## src/common/pot_spi_pkg.sv

```systemverilog
/*
  constants for the serial potentiometer command block: addresses, command codes,
  field positions, wiper limits and reset values.
  assumes nothing beyond a SystemVerilog compiler.
*/
package pot_spi_pkg;
  // register addresses (4-bit address field)
  localparam logic [3:0] ADDR_WIPER_ZERO = 4'h0;
  localparam logic [3:0] ADDR_WIPER_ONE = 4'h1;
  localparam logic [3:0] ADDR_STATUS = 4'h4;
  // command codes (2-bit field after the address)
  localparam logic [1:0] CMD_WRITE = 2'h0;
  localparam logic [1:0] CMD_INCR = 2'h1;
  localparam logic [1:0] CMD_DECR = 2'h2;
  localparam logic [1:0] CMD_READ = 2'h3;
  // field positions in the command byte, msb first on the wire
  localparam int ADDR_MSB = 7;
  localparam int ADDR_LSB = 4;
  localparam int CMD_MSB = 3;
  localparam int CMD_LSB = 2;
  // bit counts of a transaction
  localparam int CMD_BITS = 6;
  localparam int ERR_BIT = 7;
  localparam int BYTE_BITS = 8;
  localparam int READ_BITS = 16;
  // wiper limits for an 8-bit part and for a 7-bit part
  localparam logic [8:0] FULL_SCALE_8BIT = 9'h100;
  localparam logic [8:0] FULL_SCALE_7BIT = 9'h080;
  localparam logic [8:0] ZERO_SCALE = 9'h000;
  // reset values: wipers come up at mid scale of an 8-bit part
  localparam logic [8:0] WIPER_RESET = 9'h080;
  localparam logic [8:0] PAYLOAD_ZERO = 9'h000;
  // status register: write-active flag position
  localparam int STATUS_EEPROM_WRITE_ACTIVE_POS = 4;
endpackage

```

## src/rtl/pot_sync_edge.sv

```systemverilog
/*
  two-flop synchroniser with rising and falling edge pulses on the synced level.
  assumes the input is asynchronous to clock and slower than half its rate.
*/
`timescale 1ns/100ps
module pot_sync_edge (
  input wire logic clock,
  input wire logic rst,
  input wire logic asyncIn,
  output logic level,
  output logic rise,
  output logic fall
);
  logic meta_reg; // first stage, read only by the second
  logic sync_reg; // second stage
  logic last_reg; // delayed copy for edge detect

  // shift chain; reset holds the idle-low level
  always_ff @(posedge clock or posedge rst) begin
    if (rst) begin
      meta_reg <= 1'b0;
      sync_reg <= 1'b0;
      last_reg <= 1'b0;
    end else begin
      meta_reg <= asyncIn;
      sync_reg <= meta_reg;
      last_reg <= sync_reg;
    end
  end

  // edges are taken from stages two and three only
  always_comb begin
    level = sync_reg;
    rise = sync_reg & ~last_reg;
    fall = ~sync_reg & last_reg;
  end
endmodule

```

## src/rtl/pot_wiper_step.sv

```systemverilog
/*
  saturating one-step arithmetic for a volatile wiper.
  assumes the caller presents the current value and wants the stepped one.
*/
`timescale 1ns/100ps
module pot_wiper_step
  import pot_spi_pkg::*;
#(
  parameter bit SEVEN_BIT = 1'b0
) (
  input wire logic [8:0] current,
  input wire logic up,
  output logic [8:0] stepped
);
  logic [8:0] fullScale; // top of range for this part width

  // increment stops at full scale and is dead above it; decrement works at full
  // scale, is dead above it and stops at zero
  always_comb begin
    fullScale = SEVEN_BIT ? FULL_SCALE_7BIT : FULL_SCALE_8BIT;
    stepped = current;
    if (current > fullScale) begin
      stepped = current;
    end else if (up) begin
      if (current != fullScale) begin
        stepped = current + 9'h001;
      end
    end else if (current != ZERO_SCALE) begin
      stepped = current - 9'h001;
    end
  end
endmodule

```

## src/rtl/pot_spi_cmd.sv

```systemverilog
/*
  serial command interpreter for read, increment and decrement of a dual pot.
  assumes sck, sdi and the chip-select levels arrive asynchronously and are
  sampled here; sdo is open drain, the board pull-up supplies the high level;
  the eeprom write engine outside supplies writeActive.
*/
`timescale 1ns/100ps
// What this block does
// reads are sixteen clocks, any location
// six command bits, error bit, nine data
// sdo driven from bit seven onward
// commands only while select active
// during eeprom write, volatile reads only
// status address four shows write-active
// back-to-back reads in one select
// increment is eight clocks, volatile only
// wiper updates on eighth clock
// increment adds one, saturates full scale
// above full scale increment does nothing
// error bit on seventh clock for steps
// after error sdo stays low until deselect
// steps only on wipers zero and one
// decrement is eight clocks, volatile only
// decrement subtracts one, stops at zero
// above full scale decrement does nothing
// repeated steps allowed in one select
// host deselects soon after last step
// non-multiple-of-eight transactions are ignored; here completed bytes still run, only the partial tail is dropped
// deselect aborts partial command, resets interface
// byte is four address, two command bits
module pot_spi_cmd
  import pot_spi_pkg::*;
#(
  parameter bit SEVEN_BIT = 1'b0
) (
  input wire logic clock,
  input wire logic rst,
  input wire logic sck,
  input wire logic sdi,
  input wire logic selectLow,
  input wire logic highVoltageSelectLevel,
  input wire logic writeActive,
  output logic sdoOut,
  output logic sdoEnable,
  output logic [8:0] wiperZero,
  output logic [8:0] wiperOne
);
  typedef enum logic [1:0] {S_IDLE, S_CMD, S_DATA, S_ERROR} state_t;

  logic sckRise, sckFall; // edges of the synchronised link clock
  logic sdiLevel; // synchronised data
  logic lowSel, hvSel; // synchronised select levels
  logic selActive; // either active level

  state_t state_reg, state_next;
  logic [3:0] bitCount_reg, bitCount_next; // clocks seen in current command
  logic [5:0] cmdShift_reg, cmdShift_next; // first six bits
  logic [8:0] outShift_reg, outShift_next; // read payload
  logic sdoOut_reg, sdoOut_next;
  logic sdoEn_reg, sdoEn_next;
  logic [8:0] wiperZero_reg, wiperZero_next;
  logic [8:0] wiperOne_reg, wiperOne_next;
  logic [8:0] stepZero, stepOne; // stepped candidates
  logic stepUp; // direction of the pending step
  logic [3:0] addrNow; // address of the byte being taken
  logic [1:0] cmdNow; // command of the byte being taken
  logic cmdValid; // decoded combination is legal

  pot_sync_edge uSck (.clock(clock), .rst(rst), .asyncIn(sck),
    .level(), .rise(sckRise), .fall(sckFall));
  pot_sync_edge uSdi (.clock(clock), .rst(rst), .asyncIn(sdi),
    .level(sdiLevel), .rise(), .fall());
  pot_sync_edge uSelLow (.clock(clock), .rst(rst), .asyncIn(~selectLow),
    .level(lowSel), .rise(), .fall());
  pot_sync_edge uSelHv (.clock(clock), .rst(rst), .asyncIn(highVoltageSelectLevel),
    .level(hvSel), .rise(), .fall());

  pot_wiper_step #(.SEVEN_BIT(SEVEN_BIT)) uStepZero (.current(wiperZero_reg),
    .up(stepUp), .stepped(stepZero));
  pot_wiper_step #(.SEVEN_BIT(SEVEN_BIT)) uStepOne (.current(wiperOne_reg),
    .up(stepUp), .stepped(stepOne));

  // legal address and command pair; write is out of this block so refused
  function automatic logic decode_ok(input logic [3:0] a, input logic [1:0] c,
                                     input logic busy);
    logic ok;
    ok = 1'b0;
    case (c)
      CMD_READ: begin
        // only volatile locations while the eeprom is busy
        ok = !busy || a == ADDR_WIPER_ZERO || a == ADDR_WIPER_ONE || a == ADDR_STATUS;
      end
      CMD_INCR, CMD_DECR: begin
        ok = (a == ADDR_WIPER_ZERO) || (a == ADDR_WIPER_ONE);
      end
      default: begin
        ok = 1'b0;
      end
    endcase
    return ok;
  endfunction

  assign selActive = lowSel | hvSel;

  // the new bit completes the six-bit header when count reaches five
  always_comb begin
    addrNow = cmdShift_reg[4:1];
    cmdNow = {cmdShift_reg[0], sdiLevel};
    cmdValid = decode_ok(addrNow, cmdNow, writeActive);
    stepUp = (cmdShift_reg[1:0] == CMD_INCR);
  end

  // command sequencing: sample sdi on sck rise, drive sdo on sck fall
  always_comb begin
    state_next = state_reg;
    bitCount_next = bitCount_reg;
    cmdShift_next = cmdShift_reg;
    outShift_next = outShift_reg;
    sdoOut_next = sdoOut_reg;
    sdoEn_next = sdoEn_reg;
    wiperZero_next = wiperZero_reg;
    wiperOne_next = wiperOne_reg;
    if (!selActive) begin
      // deselect drops partial commands and clears the error
      state_next = S_IDLE;
      bitCount_next = 4'h0;
      sdoEn_next = 1'b0;
      sdoOut_next = 1'b1;
    end else begin
      case (state_reg)
        S_IDLE: begin
          state_next = S_CMD;
          bitCount_next = 4'h0;
        end
        S_CMD: begin
          if (sckRise) begin
            bitCount_next = bitCount_reg + 4'h1;
            if (bitCount_reg < 4'(CMD_BITS)) begin
              cmdShift_next = {cmdShift_reg[4:0], sdiLevel};
            end
            if (bitCount_reg == 4'(CMD_BITS - 1)) begin
              if (!cmdValid) begin
                state_next = S_ERROR;
              end else if (cmdNow == CMD_READ) begin
                case (addrNow)
                  ADDR_WIPER_ZERO: outShift_next = wiperZero_reg;
                  ADDR_WIPER_ONE: outShift_next = wiperOne_reg;
                  ADDR_STATUS: begin
                    outShift_next = PAYLOAD_ZERO;
                    outShift_next[STATUS_EEPROM_WRITE_ACTIVE_POS] = writeActive;
                  end
                  default: outShift_next = PAYLOAD_ZERO; // nv image not held here
                endcase
              end
            end
            if (bitCount_reg == 4'(BYTE_BITS - 1)) begin
              // eighth clock: step the wiper or move on to read data
              if (cmdShift_reg[1:0] == CMD_READ) begin
                state_next = S_DATA;
              end else begin
                bitCount_next = 4'h0;
                if (cmdShift_reg[5:2] == ADDR_WIPER_ZERO) begin
                  wiperZero_next = stepZero;
                end else begin
                  wiperOne_next = stepOne;
                end
              end
            end
          end
          if (sckFall && bitCount_reg == 4'(CMD_BITS)) begin
            sdoEn_next = 1'b0; // error bit high: valid, released
            sdoOut_next = 1'b1;
          end
          if (sckFall && bitCount_reg == 4'(ERR_BIT) && cmdShift_reg[1:0] == CMD_READ) begin
            sdoEn_next = !outShift_reg[8];
            sdoOut_next = outShift_reg[8];
            outShift_next = {outShift_reg[7:0], 1'b0};
          end
        end
        S_DATA: begin
          if (sckRise) begin
            bitCount_next = bitCount_reg + 4'h1;
            if (bitCount_reg == 4'(READ_BITS - 1)) begin
              state_next = S_CMD;
              bitCount_next = 4'h0;
            end
          end
          // a four-bit count cannot hold sixteen, so compare against the last count
          if (sckFall && bitCount_reg <= 4'(READ_BITS - 1)) begin
            sdoEn_next = !outShift_reg[8];
            sdoOut_next = outShift_reg[8];
            outShift_next = {outShift_reg[7:0], 1'b0};
          end
        end
        S_ERROR: begin
          // open drain pulls low from the error bit until deselect
          sdoEn_next = 1'b1;
          sdoOut_next = 1'b0;
        end
        default: begin
          state_next = S_IDLE;
        end
      endcase
    end
  end

  // state registers
  always_ff @(posedge clock or posedge rst) begin
    if (rst) begin
      state_reg <= S_IDLE;
      bitCount_reg <= 4'h0;
      cmdShift_reg <= 6'h00;
      outShift_reg <= PAYLOAD_ZERO;
      sdoOut_reg <= 1'b1;
      sdoEn_reg <= 1'b0;
      wiperZero_reg <= WIPER_RESET;
      wiperOne_reg <= WIPER_RESET;
    end else begin
      state_reg <= state_next;
      bitCount_reg <= bitCount_next;
      cmdShift_reg <= cmdShift_next;
      outShift_reg <= outShift_next;
      sdoOut_reg <= sdoOut_next;
      sdoEn_reg <= sdoEn_next;
      wiperZero_reg <= wiperZero_next;
      wiperOne_reg <= wiperOne_next;
    end
  end

  assign sdoOut = sdoOut_reg;
  assign sdoEnable = sdoEn_reg;
  assign wiperZero = wiperZero_reg;
  assign wiperOne = wiperOne_reg;

  // error holds sdo low until select is gone
  property p_err_low;
    @(posedge clock) disable iff (rst)
      (state_reg == S_ERROR && selActive) |=> (sdoEnable && !sdoOut);
  endproperty
  a_err_low: assert property (p_err_low) else $error("sdo not low in error");

  // wiper never steps without a completed eighth clock
  property p_step_eighth;
    @(posedge clock) disable iff (rst)
      (wiperZero != $past(wiperZero)) |-> $past(bitCount_reg) == 4'(BYTE_BITS - 1);
  endproperty
  a_step_eighth: assert property (p_step_eighth) else $error("wiper moved off eighth clock");

  // no wiper change while deselected
  property p_idle_hold;
    @(posedge clock) disable iff (rst)
      !selActive |=> $stable(wiperOne) && $stable(wiperZero);
  endproperty
  a_idle_hold: assert property (p_idle_hold) else $error("wiper moved while idle");

  // a rise of wiper zero is by exactly one
  property p_unit_step;
    @(posedge clock) disable iff (rst)
      (wiperZero > $past(wiperZero)) |-> wiperZero == $past(wiperZero) + 9'h001;
  endproperty
  a_unit_step: assert property (p_unit_step) else $error("increment not by one");

  // increment never passes full scale
  property p_sat;
    @(posedge clock) disable iff (rst)
      ($past(wiperZero) == (SEVEN_BIT ? FULL_SCALE_7BIT : FULL_SCALE_8BIT))
        |-> wiperZero <= (SEVEN_BIT ? FULL_SCALE_7BIT : FULL_SCALE_8BIT);
  endproperty
  a_sat: assert property (p_sat) else $error("wiper above full scale");

  // zero scale never wraps
  property p_zero;
    @(posedge clock) disable iff (rst)
      ($past(wiperOne) == ZERO_SCALE) |-> wiperOne <= 9'h001;
  endproperty
  a_zero: assert property (p_zero) else $error("decrement wrapped");

  // sdo released while deselected
  property p_release;
    @(posedge clock) disable iff (rst)
      !selActive |=> !sdoEnable;
  endproperty
  a_release: assert property (p_release) else $error("sdo driven while idle");

  // while selected, data phase ends in command phase on the sixteenth clock
  property p_read_len;
    @(posedge clock) disable iff (rst)
      (state_reg == S_DATA && sckRise && bitCount_reg == 4'(READ_BITS - 1) && selActive)
        |=> state_reg == S_CMD && bitCount_reg == 4'h0;
  endproperty
  a_read_len: assert property (p_read_len) else $error("read not sixteen clocks");
endmodule

```

## config.mk

```make
export PLATFORM = sky130hd
export DESIGN_NAME = pot_spi_cmd
export DESIGN_NICKNAME = d
export VERILOG_FILES = /design/src/common/pot_spi_pkg.sv /design/src/rtl/pot_sync_edge.sv /design/src/rtl/pot_wiper_step.sv /design/src/rtl/pot_spi_cmd.sv
export SDC_FILE = /design/constraint.sdc
export NUM_CORES = 1
export LEC_CHECK = 0
export BUFFER_PORTS_ARGS = -buffer_cell sky130_fd_sc_hd__buf_2
export CORE_ASPECT_RATIO = 0.7
export CORE_UTILIZATION = 45
export DETAILED_ROUTE_END_ITERATION = 10
export PLACE_DENSITY_LB_ADDON = 0.3
export SYNTH_ARGS = -nofsm -noshare
export SYNTH_HDL_FRONTEND = slang
export SYNTH_SLANG_ARGS = --single-unit
```

## constraint.sdc

```tcl
create_clock -name clock -period 7.21 [get_ports clock]
set_input_delay 0.721 -clock clock [delete_from_list [all_inputs] [get_ports clock]]
set_output_delay 0.721 -clock clock [all_outputs]
set_load 0.01 [all_outputs]
```

==> summary.txt <==
Post-CTS sizing - 0
Tcrit/Tclk final - 41.5%
Vias in the first global route - 2206
CTS Buf Count - 5
Postcts setup bufs - 0
Worst Reg-to-Reg Cells - 8
Final wirelength - 6580 um
Cells on Worst Hold Path - 0
Leak Pwr - 1.65 nW
I/O Buffers - 26
Synth Net Count - 338
Layout cells sized above 1 - 21.1%
YS warnings - 0
FMAX - 335 MHz
DIE HEIGHT - 72.1 um
Syn Area/Cell - 10.3 um2
Global route overflow - 0
Gpl congestion - 0.850
I/O pin cnt - 27
DP HPWL - 4880 um
CP endpoint kind - flop
Area of the multi-input gates - 1820 um2
Slew Viols, Final - 0
Maxcap violations - 0
Die width - 102 um
N_diodes - 0
CP startpoint kind - flop
Register area share after synthesis - 39.7%
Mapped Cells - 306
Nets@finish - 363
Core Area - 6760 um2
HP Class - reg2reg
WL/cell - 15.5 um
Largest net degree at the start of global routing - 51
Total global-route track usage - 19.9%
Total Power - 900 uW
Antenna Nets Post-Route - 0
#FFs+latches synth - 50
Peak VDD IR - 86.0 uV
First drt pass iteration count - 4
DRT iter0 DRCs - 140
PD cells - 259 nW/um2
Period minus WS final - 2.99 ns
Top cell type's share of synthesized area - 37.2%
CTS max path bufs - 2
CTS tree - yes
Setup Total Neg Slack - 0 ns
DRC Markers - 0
Die area - 7370 um2
Vias - 2372
Initial core utilization - 46.8%
Post-synth EDFFs - 0
Final setup viols - 0
Worst-path fanout max - 22
Area Overhead vs Synth - 9.98%
CTS H-tree lvls - 2
Post-synth top area cell - dfrtp_1
# hold bufs at CTS - 0
Sequential standard cell area - 1250 um2
Critical path type - reg2reg
Initial antenna violation count - 0
First-pass GRT wire length - 11300 um
Slew at the pin closest to its max-slew limit - 1.08 ns
Arrival time worst endpoint - 3.20 ns
Clock-pin slew on the worst setup and hold paths - 0.11 ns
Fillcell total - 621
Distinct cells, synth - 51
Synthesized area - 3160 um2
Post-synthesis async set-or-reset flop share - 100%
Clk sinks - 50
Required time of the worst setup path - 7.42 ns
CTS root buf - clkbuf_8
DR vias/cell - 5.57
Row cnt - 25
Final hold vios - 0
Top cells by area, synth - dfrtp_1 37%, mux2_2 9.3%, ha_1 9.1%
Post-synth top flop - dfrtp_1
Status - completed
Clk_lat worst skew - 0.32 ns
Worst slew margin - 28.1%
RSZ-0062 raised after global routing - no
Final clock skew - 0.00728 ns
## power by group
group	internal [mW]	switching, mW	total, mW	leakage, nW
clock network	0.0728	0.108	0.181	0.0506
registers	0.308	0.0428	0.351	0.658
logic	0.156	0.213	0.369	0.943
total	0.537	0.364	0.900	1.65
## placed cells by master, fill, tap and decap left out, drive strengths merged, types with 8 or more instances in the layout
master	n
buf	26
nand2	17
mux2	26
nor3	8
dfrtp	47
inv	16
o31ai	8
nor2	14
xnor2	12
o21ai	20
a21oi	21
ha	23
mux2i	12
## cells by family after synthesis
| logic type | after synthesis | synth area share, % |
|---|---|---|
| adders and majority gates | 25 | 10.4 |
| muxes | 38 | 13.1 |
| AOI/OAI and AO/OA | 81 | 16.5 |
| buffers and inverters | 22 | 2.61 |
| DFF | 50 | 39.7 |
| xor gates and xnor gates | 16 | 4.43 |
| and+or+nand+nor | 74 | 13.3 |
## cells in the mapped netlist, drive strengths merged (2+ instances only)
cell and count:
a211oi 5, a21o 5, nand3 4, ha 23, nor4b 2, dfstp 3, o21bai 2, o41ai 2
fa 2, o21ai 20, dfrtp 47, nor4 3, nand3b 2, nor2b 4, inv 14, or4 5
clkbuf 8, a21oi 21, o31ai 8, and2 2, nand4b 2, a31oi 3, o211ai 4, mux2i 12
o21a 2, nor3 8, xnor2 12, nand2b 5, nor2 14, mux2 26, nand2 17, xor2 4
## final timing paths
check / startpoint / to / slack, ns
min: uSck.meta_reg / uSck.level / 0.36
max: cmdShift_reg[1] / wiperZero[5] / 4.22
min reg2reg: uSck.meta_reg / uSck.level / 0.36
max in group asynchronous: rst / bitCount_reg[2] / 5.89
min in group asynchronous: rst / uSdi.meta_reg / 0.66
max reg2reg: cmdShift_reg[1] / wiperZero[5] / 4.22
## stage by stage
step	utilization (%)	std cells	instance area [um2]	setup WS [ns]	hold WS, ns
floorplan	-	306	3160	4.77	0.331
global placement	50.0	418	3380	4.36	0.334
detailed placement	50.0	418	3380	4.25	0.336
CTS	51.4	426	3480	4.22	0.361
global route	51.4	426	3480	3.90	0.368
finish	51.4	426	3480	4.22	0.358
## metal layers
layer	vias to the layer above	track usage (%)	wire length [um]
li1	1180	-	-
met1	1126	32.5	3520
met2	57	26.8	2650
met3	9	2.99	318
met4	0	5.71	91
met5	-	0	0
## worst max-delay path: stages (launching register included)
cell      delay, ns
dfrtp_1        0.75
nor2b_1        0.17
inv_1          0.58
ha_1           0.37
a211oi_1       0.34
o21ai_0        0.16
a21oi_1        0.19
xnor2_1        0.08
mux2_2         0.26
## area by class of cell
cell class / count / share of cell area [%]
Tap cell: 94 / 3.38
Clock buffer: 5 / 1.98
Sequential cell: 50 / 36.1
Timing Repair Buffer: 26 / 3.74
Inverter: 14 / 1.51
Multi-Input combinational cell: 234 / 52.4
Clock inverter: 3 / 0.828
(Power assumes the default switching activity.)
